File: src/srwds_defs.vh
// Constants for the reference window detector and capture block.
// Assumes inclusion by bare name from every design file of the block.
`ifndef SRWDS_DEFS_VH
`define SRWDS_DEFS_VH

// Register indices; byte address is four times the index.
`define SRWDS_IDX_MAP_LOW 10'h02C
`define SRWDS_IDX_MAP_MID 10'h02D
`define SRWDS_IDX_MAP_HIGH 10'h02E
`define SRWDS_IDX_CTRL 10'h030
`define SRWDS_IDX_PERIOD 10'h031
`define SRWDS_IDX_STATUS 10'h032

// Widths.
`define SRWDS_TAPS 24
`define SRWDS_SEL_W 4
`define SRWDS_CNT_W 16
`define SRWDS_EVT_W 8

// Control register fields.
`define SRWDS_CTRL_SEL_LSB 0
`define SRWDS_CTRL_SEL_MSB 3
`define SRWDS_CTRL_FINE 4
`define SRWDS_CTRL_DETECT 5
`define SRWDS_CTRL_CLEAR 6
`define SRWDS_CTRL_MODE 7
`define SRWDS_CTRL_ONESHOT 8
`define SRWDS_CTRL_ARM 9

// Status register fields.
`define SRWDS_STAT_CNT_LSB 0
`define SRWDS_STAT_CNT_MSB 15
`define SRWDS_STAT_EVT_LSB 16
`define SRWDS_STAT_EVT_MSB 23
`define SRWDS_STAT_LEVEL 24
`define SRWDS_STAT_ARMED 25
`define SRWDS_STAT_TRANS 26

// Reset values.
`define SRWDS_SEL_RST 4'h0
`define SRWDS_FINE_RST 1'b1
`define SRWDS_DETECT_RST 1'b1
`define SRWDS_MODE_RST 1'b0
`define SRWDS_ONESHOT_RST 1'b0
`define SRWDS_PERIOD_RST 16'h0020
`define SRWDS_MAP_EDGE_BITS 24'h800001

`endif

File: src/srwds_detect.v
// Position detector: one flag per delayed sampling instance of the reference.
// Assumes the tap samples arrive synchronous to pclk, smallest delay at bit 0.
`timescale 1ns/100ps
`include "srwds_defs.vh"

module srwds_detect (
  // Clock and reset
  input wire pclk,
  input wire presetn,
  // Control
  input wire detect_enable,
  input wire map_clear,
  // Tap samples
  input wire [`SRWDS_TAPS-1:0] tap_samples,
  // Result
  output reg [`SRWDS_TAPS-1:0] position_map_reg
);

  wire [`SRWDS_TAPS-1:0] hit;
  reg [`SRWDS_TAPS-1:0] position_map_next;

  // A tap is at risk when the reference changes between it and a neighbour.
  genvar i;
  generate
    for (i = 0; i < `SRWDS_TAPS; i = i + 1) begin : g_tap
      if (i == 0 || i == `SRWDS_TAPS-1) begin : g_edge
        assign hit[i] = 1'b1;
      end else begin : g_mid
        assign hit[i] = (tap_samples[i-1] != tap_samples[i]) || (tap_samples[i] != tap_samples[i+1]);
      end
    end
  endgenerate

  // Flags are sticky; a new hit in the clearing cycle is kept.
  always @* begin
    position_map_next = map_clear ? `SRWDS_MAP_EDGE_BITS : position_map_reg;
    if (detect_enable) begin
      position_map_next = position_map_next | hit;
    end
  end

  always @(posedge pclk or negedge presetn) begin
    if (!presetn) begin
      position_map_reg <= `SRWDS_MAP_EDGE_BITS;
    end else begin
      position_map_reg <= position_map_next;
    end
  end

endmodule // srwds_detect

File: src/srwds_top.v
// Reference window detector, tap selection and multiframe counter reset, with APB registers.
// Assumes an external delay line samples the reference at 24 delayed clock instances,
// synchronous to pclk, spaced coarse or fine by fine_step_enable.
//
// Behaviour
// The reference position within the clock period is measured into a readable map.
// Each map bit is one candidate instance; 1 means at risk, 0 means usable.
// The map holds twenty-four instances ordered from smallest to largest delay.
// The reference is captured with the chosen delayed clock instance.
// Tap select is a map bit index; only indices 0 to 15 are selectable.
// Map bits 0 and 23 always read as 1.
// Step size setting 0 gives coarse steps, 1 gives fine steps.
// Software keeps fine steps unless no transition region shows in the map.
// Software picks the middle of the usable window, preferring low indices.
// Map bits above 15 are informational and never affect capture.
// Clock and reference are applied before software reads the map.
// A captured reference event resets the multiframe or multiblock counter; in one-shot mode only the first event after arming does.
// The reference is a single pulse or a divided multiframe rate clock.
// Setting changes apply to later captures; the chosen tap holds between writes.
//
// Register access over APB was left to the implementer.
`timescale 1ns/100ps
`include "srwds_defs.vh"

module srwds_top (
  // APB clock and reset
  input wire pclk,
  input wire presetn,
  // APB slave
  input wire psel,
  input wire penable,
  input wire pwrite,
  input wire [11:0] paddr,
  input wire [31:0] pwdata,
  output wire pready,
  output reg [31:0] prdata,
  output wire pslverr,
  // Delay line
  input wire [`SRWDS_TAPS-1:0] tap_samples,
  output wire fine_step_enable,
  // Captured reference and counters
  output reg captured_ref_reg,
  output reg ref_event_reg,
  output reg lmfc_boundary_reg,
  output reg lemc_boundary_reg
);

  // Capture states.
  localparam [2:0] ST_WAIT_LOW = 3'b001;
  localparam [2:0] ST_ARMED = 3'b010;
  localparam [2:0] ST_HIGH = 3'b100;

  // Control and status storage.
  reg [`SRWDS_SEL_W-1:0] capture_tap_select_reg;
  reg fine_step_reg;
  reg detect_enable_reg;
  reg mode_64b_reg;
  reg oneshot_reg;
  reg armed_reg;
  reg armed_next;
  reg [`SRWDS_CNT_W-1:0] period_reg;
  reg [`SRWDS_SEL_W-1:0] active_tap_reg;
  reg [`SRWDS_SEL_W-1:0] active_tap_next;
  reg [2:0] state_reg;
  reg [2:0] state_next;
  reg [`SRWDS_CNT_W-1:0] frame_count_reg;
  reg [`SRWDS_CNT_W-1:0] frame_count_next;
  reg [`SRWDS_EVT_W-1:0] event_count_reg;
  reg [`SRWDS_EVT_W-1:0] event_count_next;
  reg [31:0] read_next;
  reg decode_ok;

  wire [`SRWDS_TAPS-1:0] ref_position_map;
  wire [9:0] reg_index;
  wire setup_phase;
  wire access_phase;
  wire wr_ctrl;
  wire wr_period;
  wire map_clear;
  wire tap_change;
  wire selected_sample;
  wire capture_edge;
  wire realign;
  wire transition_seen;
  wire frame_wrap;

  // APB decode.
  assign reg_index = paddr[11:2];
  assign setup_phase = psel && !penable;
  assign access_phase = psel && penable;
  assign pready = 1'b1;

  always @* begin
    case (reg_index)
      `SRWDS_IDX_MAP_LOW,
      `SRWDS_IDX_MAP_MID,
      `SRWDS_IDX_MAP_HIGH: begin
        decode_ok = !pwrite;
      end
      `SRWDS_IDX_CTRL,
      `SRWDS_IDX_PERIOD,
      `SRWDS_IDX_STATUS: begin
        decode_ok = 1'b1;
      end
      default: begin
        decode_ok = 1'b0;
      end
    endcase
  end

  assign pslverr = access_phase && !decode_ok;
  assign wr_ctrl = access_phase && pwrite && (reg_index == `SRWDS_IDX_CTRL);
  assign wr_period = access_phase && pwrite && (reg_index == `SRWDS_IDX_PERIOD);

  // Writes to the control and period registers.
  always @(posedge pclk or negedge presetn) begin
    if (!presetn) begin
      capture_tap_select_reg <= `SRWDS_SEL_RST;
      fine_step_reg <= `SRWDS_FINE_RST;
      detect_enable_reg <= `SRWDS_DETECT_RST;
      mode_64b_reg <= `SRWDS_MODE_RST;
      oneshot_reg <= `SRWDS_ONESHOT_RST;
      period_reg <= `SRWDS_PERIOD_RST;
    end else begin
      if (wr_ctrl) begin
        capture_tap_select_reg <= pwdata[`SRWDS_CTRL_SEL_MSB:`SRWDS_CTRL_SEL_LSB];
        fine_step_reg <= pwdata[`SRWDS_CTRL_FINE];
        detect_enable_reg <= pwdata[`SRWDS_CTRL_DETECT];
        mode_64b_reg <= pwdata[`SRWDS_CTRL_MODE];
        oneshot_reg <= pwdata[`SRWDS_CTRL_ONESHOT];
      end
      if (wr_period) begin
        period_reg <= pwdata[`SRWDS_CNT_W-1:0];
      end
    end
  end

  // Step size drives the delay line directly.
  assign fine_step_enable = fine_step_reg;

  // A new step size invalidates the map, as does an explicit clear.
  assign map_clear = wr_ctrl && (pwdata[`SRWDS_CTRL_CLEAR] || (pwdata[`SRWDS_CTRL_FINE] != fine_step_reg));

  srwds_detect u_detect (
    .pclk(pclk),
    .presetn(presetn),
    .detect_enable(detect_enable_reg),
    .map_clear(map_clear),
    .tap_samples(tap_samples),
    .position_map_reg(ref_position_map)
  );

  // Only the low sixteen taps can feed capture; upper map bits are never read here.
  assign selected_sample = tap_samples[{1'b0, active_tap_reg}];
  assign tap_change = (capture_tap_select_reg != active_tap_reg);

  // Capture sequence: wait for a low reference, then take its rising edge.
  always @* begin
    state_next = state_reg;
    active_tap_next = active_tap_reg;
    case (state_reg)
      ST_WAIT_LOW: begin
        active_tap_next = capture_tap_select_reg;
        if (!captured_ref_reg) begin
          state_next = ST_ARMED;
        end
      end
      ST_ARMED: begin
        if (tap_change) begin
          active_tap_next = capture_tap_select_reg;
          state_next = ST_WAIT_LOW;
        end else if (captured_ref_reg) begin
          state_next = ST_HIGH;
        end
      end
      ST_HIGH: begin
        if (!captured_ref_reg) begin
          state_next = ST_WAIT_LOW;
        end
      end
      default: begin
        state_next = ST_WAIT_LOW;
      end
    endcase
  end

  assign capture_edge = (state_reg == ST_ARMED) && !tap_change && captured_ref_reg;

  // One-shot mode realigns only on the first event after arming.
  assign realign = capture_edge && (!oneshot_reg || armed_reg);

  always @* begin
    armed_next = armed_reg;
    if (realign) begin
      armed_next = 1'b0;
    end
    if (wr_ctrl && pwdata[`SRWDS_CTRL_ARM]) begin
      armed_next = 1'b1;
    end
  end

  // Local multiframe or extended multiblock counter.
  assign frame_wrap = (frame_count_reg >= period_reg - 16'h0001);

  always @* begin
    if (realign) begin
      frame_count_next = 16'h0000;
    end else if (frame_wrap) begin
      frame_count_next = 16'h0000;
    end else begin
      frame_count_next = frame_count_reg + 16'h0001;
    end
    event_count_next = event_count_reg;
    if (realign) begin
      event_count_next = event_count_reg + 8'h01;
    end
  end

  always @(posedge pclk or negedge presetn) begin
    if (!presetn) begin
      state_reg <= ST_WAIT_LOW;
      active_tap_reg <= `SRWDS_SEL_RST;
      captured_ref_reg <= 1'b0;
      ref_event_reg <= 1'b0;
      armed_reg <= 1'b0;
      frame_count_reg <= 16'h0000;
      event_count_reg <= 8'h00;
      lmfc_boundary_reg <= 1'b0;
      lemc_boundary_reg <= 1'b0;
    end else begin
      state_reg <= state_next;
      active_tap_reg <= active_tap_next;
      captured_ref_reg <= selected_sample;
      ref_event_reg <= realign;
      armed_reg <= armed_next;
      frame_count_reg <= frame_count_next;
      event_count_reg <= event_count_next;
      lmfc_boundary_reg <= (frame_count_next == 16'h0000) && !mode_64b_reg;
      lemc_boundary_reg <= (frame_count_next == 16'h0000) && mode_64b_reg;
    end
  end

  // Any interior flag shows a transition region in the map.
  assign transition_seen = |(ref_position_map & ~`SRWDS_MAP_EDGE_BITS);

  // Read data, registered in the setup phase.
  always @* begin
    read_next = 32'h00000000;
    case (reg_index)
      `SRWDS_IDX_MAP_LOW: begin
        read_next[7:0] = ref_position_map[7:0];
      end
      `SRWDS_IDX_MAP_MID: begin
        read_next[7:0] = ref_position_map[15:8];
      end
      `SRWDS_IDX_MAP_HIGH: begin
        read_next[7:0] = ref_position_map[23:16];
      end
      `SRWDS_IDX_CTRL: begin
        read_next[`SRWDS_CTRL_SEL_MSB:`SRWDS_CTRL_SEL_LSB] = capture_tap_select_reg;
        read_next[`SRWDS_CTRL_FINE] = fine_step_reg;
        read_next[`SRWDS_CTRL_DETECT] = detect_enable_reg;
        read_next[`SRWDS_CTRL_MODE] = mode_64b_reg;
        read_next[`SRWDS_CTRL_ONESHOT] = oneshot_reg;
      end
      `SRWDS_IDX_PERIOD: begin
        read_next[`SRWDS_CNT_W-1:0] = period_reg;
      end
      `SRWDS_IDX_STATUS: begin
        read_next[`SRWDS_STAT_CNT_MSB:`SRWDS_STAT_CNT_LSB] = frame_count_reg;
        read_next[`SRWDS_STAT_EVT_MSB:`SRWDS_STAT_EVT_LSB] = event_count_reg;
        read_next[`SRWDS_STAT_LEVEL] = captured_ref_reg;
        read_next[`SRWDS_STAT_ARMED] = armed_reg;
        read_next[`SRWDS_STAT_TRANS] = transition_seen;
      end
      default: begin
        read_next = 32'h00000000;
      end
    endcase
  end

  always @(posedge pclk or negedge presetn) begin
    if (!presetn) begin
      prdata <= 32'h00000000;
    end else if (setup_phase) begin
      prdata <= read_next;
    end
  end

endmodule // srwds_top

File: config.mk
export PLATFORM = sky130hd
export DESIGN_NAME = srwds_top
export DESIGN_NICKNAME = d
export VERILOG_FILES = /design/src/srwds_detect.v /design/src/srwds_top.v
export VERILOG_INCLUDE_DIRS = /design/src
export SDC_FILE = /design/constraint.sdc
export NUM_CORES = 1
export LEC_CHECK = 0
export BUFFER_PORTS_ARGS = -buffer_cell sky130_fd_sc_hd__buf_2
export CAP_MARGIN = 20
export CORE_ASPECT_RATIO = 1.75
export CORE_MARGIN = 4
export CORE_UTILIZATION = 55
export DETAILED_ROUTE_END_ITERATION = 10
export PLACE_DENSITY = 0.79
export SLEW_MARGIN = 20
export SYNTH_ARGS = -nofsm -noshare
export SYNTH_HDL_FRONTEND = slang
export SYNTH_SLANG_ARGS = --single-unit
File: constraint.sdc
create_clock -name pclk -period 4.1 [get_ports pclk]
set_clock_uncertainty 0.15 [all_clocks]
set_input_delay 0.615 -clock pclk [delete_from_list [all_inputs] [get_ports pclk]]
set_output_delay 0.615 -clock pclk [all_outputs]
set_load 0.1 [all_outputs]
After elaboration in Yosys (flattened, before gate mapping)
Cells that the tools add are included.
Widths: inputs -> output; s select.
{"block": "word_totals", "out_inout_bits": 39, "wordCells": 134, "in_bits": 73, "ff_bits": 111}
{"block": "op_classes", "n_reduce_logical": 51, "n_bitwise": 1, "mux": 22, "magnitude_cmp": 2, "n_addsub": 3, "n_eq_ne": 38}
{"operator": "$eq 10x6->1 const B", "n": 6}
{"operator": "$mux 24", "n": 2}
{"operator": "$pmux 6 s6", "n": 1}
{"operator": "$mux 16", "n": 2}
{"operator": "$logic_or 1x1->1", "n": 24}
{"operator": "$ne 1x1->1", "n": 24}
{"operator": "$or 24x24->24", "n": 1}
{"operator": "$reduce_or 22->1", "n": 1}
{"operator": "$add 16x1->16 const B", "n": 1}
{"operator": "$ge 16x16->1", "n": 1}
{"operator": "$logic_not 16->1", "n": 1}
{"operator": "$sub 16x1->16 const B", "n": 1}
{"operator": "$pmux 7 s2", "n": 1}
{"operator": "$logic_and 1x1->1", "n": 13}
{"operator": "$mux 3", "n": 4}
{"operator": "$mux 11", "n": 1}
{"operator": "$pmux 3 s3", "n": 1}
{"operator": "$add 8x1->8 const B", "n": 1}
{"operator": "$pmux 4 s2", "n": 1}
{"operator": "$logic_not 1->1", "n": 6}
{"operator": "$lt 4x6->1 const B", "n": 1}
{"operator": "$ne 2x2->1 const B", "n": 3}
{"operator": "$pmux 1 s6", "n": 1}
{"operator": "$reduce_or 3->1", "n": 2}
{"operator": "other kinds (14)", "n": 17}

Logic depth before layout (Yosys ltp)
{"block": "logic_depth", "word_depth": 8, "mapped_depth": 12, "mapped_depth_nobuf": 11}

Cells and area by module
From an unflattened synthesis, not the netlist that was laid out.
{"block": "unflattened", "hier_cells": 602, "hier_area_um2": 6204.7}
{"mod": "srwds_top", "seq_area_each_um2": 2182.1, "area_each_um2": 5123.7, "cells_per_inst": 506, "n_inst": 1}
{"mod": "srwds_detect", "seq_area_each_um2": 576.8, "area_each_um2": 1081.0, "cells_per_inst": 96, "n_inst": 1}

Least setup slack after synthesis
Ideal clock, no wire load.
{"block": "synth_path", "path_kind": "input -> output", "startpoint": "input paddr[7]", "endpoint": "output pslverr", "path_stages": 6, "arrival_ns": 2.423, "t_required_ns": 3.335, "path_buffers": 1, "slack_ns": 0.912, "path_cell_list": "or3b_1 > buf_6 > nor3_2 > a21oi_1 > a2111oi_0 > nor2_1"}
{"block": "synth_between", "elab_chain_cells": 5, "word_cells_on_any_way": 11, "classes_between": "6 x eq/ne; 1 x mux; 4 x reduce/logical"}
{"element": "start: declaration", "line_no": "srwds_top.v:33", "text": "input wire [11:0] paddr,"}
{"element": "$eq 10x6->1", "line_no": "srwds_top.v:94", "text": "case (reg_index)"}
{"element": "$reduce_or 3->1", "line_no": "srwds_top.v:94"}
{"element": "$pmux 1 s2 (*)", "line_no": "srwds_top.v:94"}
{"element": "$logic_not 1->1 (*)", "line_no": "srwds_top.v:111", "text": "assign pslverr = access_phase && !decode_ok;"}
{"element": "$logic_and 1x1->1 (*)", "line_no": "srwds_top.v:111"}
{"element": "end: declaration", "line_no": "srwds_top.v:37", "text": "output wire pslverr,"}
Mark *: on every way between the ends. The rest lies on a longest branch, timed or not.

Final worst setup path
{"block": "layout_path", "startpoint": "register period_reg[3]", "endpoint": "register frame_count_reg[11]"}
{"block": "layout_between", "elab_chain_cells": 4}
{"element": "start: declaration", "line_no": "srwds_top.v:61", "text": "reg [`SRWDS_CNT_W-1:0] period_reg;"}
{"element": "start signal: assignment", "line_no": "srwds_top.v:123", "text": "period_reg <= `SRWDS_PERIOD_RST;"}
{"element": "start signal: assignment", "line_no": "srwds_top.v:133", "text": "period_reg <= pwdata[`SRWDS_CNT_W-1:0];"}
{"element": "$sub 16x1->16", "line_no": "srwds_top.v:203", "text": "assign frame_wrap = (frame_count_reg >= period_reg - 16'h0001);"}
{"element": "$ge 16x16->1", "line_no": "srwds_top.v:203"}
{"element": "$mux 16", "line_no": "srwds_top.v:208", "text": "end else if (frame_wrap) begin"}
{"element": "$mux 16", "line_no": "srwds_top.v:206", "text": "if (realign) begin"}
{"element": "net frame_count_next[11]", "line_no": "srwds_top.v:67", "text": "reg [`SRWDS_CNT_W-1:0] frame_count_next;"}
{"element": "end signal: assignment", "line_no": "srwds_top.v:236", "text": "frame_count_reg <= frame_count_next;"}
{"element": "end: declaration", "line_no": "srwds_top.v:66", "text": "reg [`SRWDS_CNT_W-1:0] frame_count_reg;"}
The timed path passes the listed nets, and every way through them passes these cells.
A chain may end at the register's enable or synchronous reset.

==> results by group <==
Synthesis
  – Syn avg cell area: slightly above 10 um2
  – Primary FF master, synth: dfrtp_1
  – Syn Std Cell Area: 6150 um2
  – Flop and latch count out of synthesis: 110
  – Synth unique cells: 64
  – Number of synthesized flops with an enable pin: 0
  – Register area share after synthesis: between 40 and 50%
  – Share of synthesized flip-flops with an asynchronous set or reset: 100%
  – Mapped Cells: around 600
  – Number of synthesis warnings: 0

Timing
  – Worst-margin pin slew: between 700 and 800 ps
  – Final Hold Vio Count: 0
  – Hold WS: 63.1 ps
  – Crit share post-route: 80.2%
  – Setup TNS: 0 ps
  – Relative slew margins: 49.2%
  – # setup viols final: 0
  – Min Tclk post-route: roughly 3300 ps
  – Final WS setup: ~810 ps
  – Pins Over Slew Limit: 0
  – Unrepaired setup endpoints after global routing: false
  – F_max: about 300 MHz

Clock tree
  – TritonCTS buffer count: 9
  – Post-CTS Hold Fix Bufs: 0
  – Clk buf depth: 2
  – CTS Sinks: 110
  – Post-CTS setup buffers: 0
  – Post-CTS Resized: 0
  – Clock insertion delay at the later pin of the skew report: around 360 ps
  – CTS H-tree lvls: 3
  – CTS clk-pin slew, worst paths: about 80 ps
  – CTS tree: yes
  – Clock root buffer: clkbuf_16

Layout
  – Synthesis-to-finish area growth: 13.2%
  – N_diodes: 0
  – Fillers: 904
  – Largest register FFs: 27
  – # nets final: about 770
  – Share of layout cells above drive strength 1: between 20% and 30%

Setup path
  – CP arrival: about 3400 ps
  – CP Max Fanout: 13
  – Worst setup path class: register to register
  – Kind of end point of the critical path: register
  – R2r setup slk: 810 ps
  – Startpoint types: register
  – Worst path required time: 4230 ps

Power and ir drop
  – Worst VDD drop: 0.000319 V
  – Power consumption: ~0.0028 W
  – Pleak: approximately 3.3 nW
  – Power Dens Cells: approximately 400 nW/um2

Drt
  – Routed wire length: roughly 16000 um
  – Initial DRT Pass Iterations: 5
  – Vias/cell: about 6.2
  – Final ANT Viol Nets: 0
  – Starting DRT DRC Count: 308
  – DRC: 0
  – DR WL/cell: approximately 20 um
  – Vias: between 5000 and 6000

Floorplanning
  – Core ar.: roughly 11000 um2
  – Starting Density: a little under three fifths
  – Die Y: approximately 150 um
  – DIE AREA: roughly 13000 um2
  – Die width: 87.9 um
  – Num rows: 50
  – IO Count: 112

Global routing
  – Final global-route overflow total: 0
  – Initial antenna violation count: 0
  – GRT Overall Usage: about 25%
  – Vias in the first global route: 4968
  – First-pass GRT wire length: approximately 25000 um
  – Largest net degree at the start of global routing: between 50 and 60

Place
  – Final HPWL DP: 11700 um
  – Gpl congestion: ~0.9
  – PortBufs: slightly below 90
  – Setup WS pre-CTS: a little under 900 ps

Hold path
  – Hold Path Class: input pin to async pin

Status
  – Status: finished clean

Job
  – Max-cap violations: 0
==> metrics by stage <==
| step | cells | cell area [um2] | util, % |
|---|---|---|---|
| 2_1_floorplan | 608 | 6160 | - |
| 3_3_place_gp | 796 | 6630 | 61.3 |
| 3_5_place_dp | 796 | 6630 | 61.3 |
| 4_1_cts | 812 | 6960 | 64.3 |
| 5_1_grt | 812 | 6960 | 64.3 |
| 6_report | 812 | 6960 | 64.3 |
==> layout make-up <==
class	count	area (um2)	area share (%)
flip-flops and latches	110	2760	39.6
well taps	130	163	2.34
multi-input cells	451	3170	45.6
clock inverters	7	105	1.51
inverters	10	37.5	0.539
clock buffers	9	225	3.24
repair buffers	95	498	7.15
==> routing by layer <==
layer | vias up | GRT usage (%) | part of all wire [%]
met3 | 37 | 3.51 | 4.7
met4 | 0 | 11.2 | 3.6
met5 | - | 0 | 0
met1 | 2474 | 29.3 | 38
met2 | 184 | 44.5 | 54
li1 | 2365 | - | -
==> worst paths after layout <==
path | cells past startpoint | to | from
setup reg to reg | 12 | frame_count_reg[11]$_DFF_PN0_ | period_reg[3]$_DFFE_PN0P_
setup / recovery | 12 | frame_count_reg[11]$_DFF_PN0_ | period_reg[3]$_DFFE_PN0P_
hold / removal | 1 | u_detect.position_map_reg[2]$_DFF_PN0_ | presetn
min in group pclk | 2 | period_reg[11]$_DFFE_PN0P_ | pwdata[11]
max in group asynchronous | 2 | fine_step_enable$_DFFE_PN1P_ | presetn
hold reg to reg | 2 | prdata[20]$_DFFE_PN0P_ | prdata[20]$_DFFE_PN0P_
==> cell usage in the layout (no fill, tap or decap), drive strengths merged, types with 5 or more instances in the layout <==
| master | synthesis | layout |
|---|---|---|
| a32o | 20 | 20 |
| nor2 | 31 | 31 |
| a22o | 6 | 6 |
| a22oi | 12 | 12 |
| a21o | 6 | 6 |
| o21ai | 39 | 39 |
| xnor2 | 25 | 25 |
| a211oi | 6 | 6 |
| nand2 | 72 | 72 |
| ha | 19 | 19 |
| inv | 10 | 11 |
| mux2i | 8 | 8 |
| mux2 | 28 | 28 |
| xor2 | 14 | 14 |
| and3 | 9 | 9 |
| mux4 | 5 | 5 |
| nand4 | 16 | 16 |
| buf | 18 | 95 |
| a21oi | 11 | 11 |
| conb | 2 | 6 |
| nor4 | 10 | 10 |
| dfrtp | 105 | 105 |
| nor3 | 12 | 12 |
| dfstp | 5 | 5 |
| or3 | 21 | 21 |
| clkbuf | 19 | 9 |
| nand3 | 27 | 27 |
==> critical path, stage by stage (launching register included) <==
cell and delay [ps]:
dfrtp_1 440, or4_1 530, nor2_1 220, and3_1 280, nand2_1 90, xor2_1 160, ha_1 300, a21o_1 190
a21o_1 170, a21oi_1 190, o2111ai_1 150, buf_4 220, a21oi_1 120
==> power breakdown <==
part	leakage, nW	switching [W]	internal (W)	total, W
Combinational	1.68	0.000307	0.000217	0.000524
Sequential	1.49	0.000161	0.00117	0.00133
Clock	0.152	0.000445	0.000494	0.000939
Total	3.32	0.000913	0.00188	0.00279
==> synth_stat cells, types with 3 or more instances <==
master	number	area share, %
and3_1	9	0.92
nand3_1	27	2.2
dfrtp_1	105	43
nor3_1	8	0.65
o21ai_0	38	3.1
xnor2_1	25	3.6
mux4_2	5	1.8
buf_2	8	0.65
buf_6	4	0.73
buf_4	6	0.73
nor4_1	10	1.0
xor2_1	14	2.0
nor2_1	31	1.9
clkbuf_1	19	1.2
a32o_1	20	3.3
a21o_1	6	0.73
nand4_1	14	1.4
mux2_2	25	4.6
inv_1	10	0.61
or3_1	21	2.1
a21oi_1	11	0.90
mux2i_1	8	1.3
a211oi_1	6	0.73
and2_1	4	0.41
a22o_1	6	0.85
ha_1	19	3.9
nor3_2	3	0.49
mux2_1	3	0.55
nand2b_1	3	0.31
dfstp_2	5	2.1
or4_1	4	0.49
a22oi_1	12	1.5
nand2_1	72	4.4
==> cell families after synthesis <==
kind of cell | count (synthesis) | share of synthesized area [%]
AO/OA/AOI/OAI | 123 | 14.4
AND/OR/NAND/NOR | 223 | 19.1
XOR/XNOR | 39 | 5.56
buffers and inverters | 47 | 3.89
multiplexers | 41 | 8.26
adder cells (fa/ha/maj) | 19 | 3.87
flip-flops | 110 | 44.9
other | 2 | 0.122
Note: power is estimated with default switching activity, not from simulation.
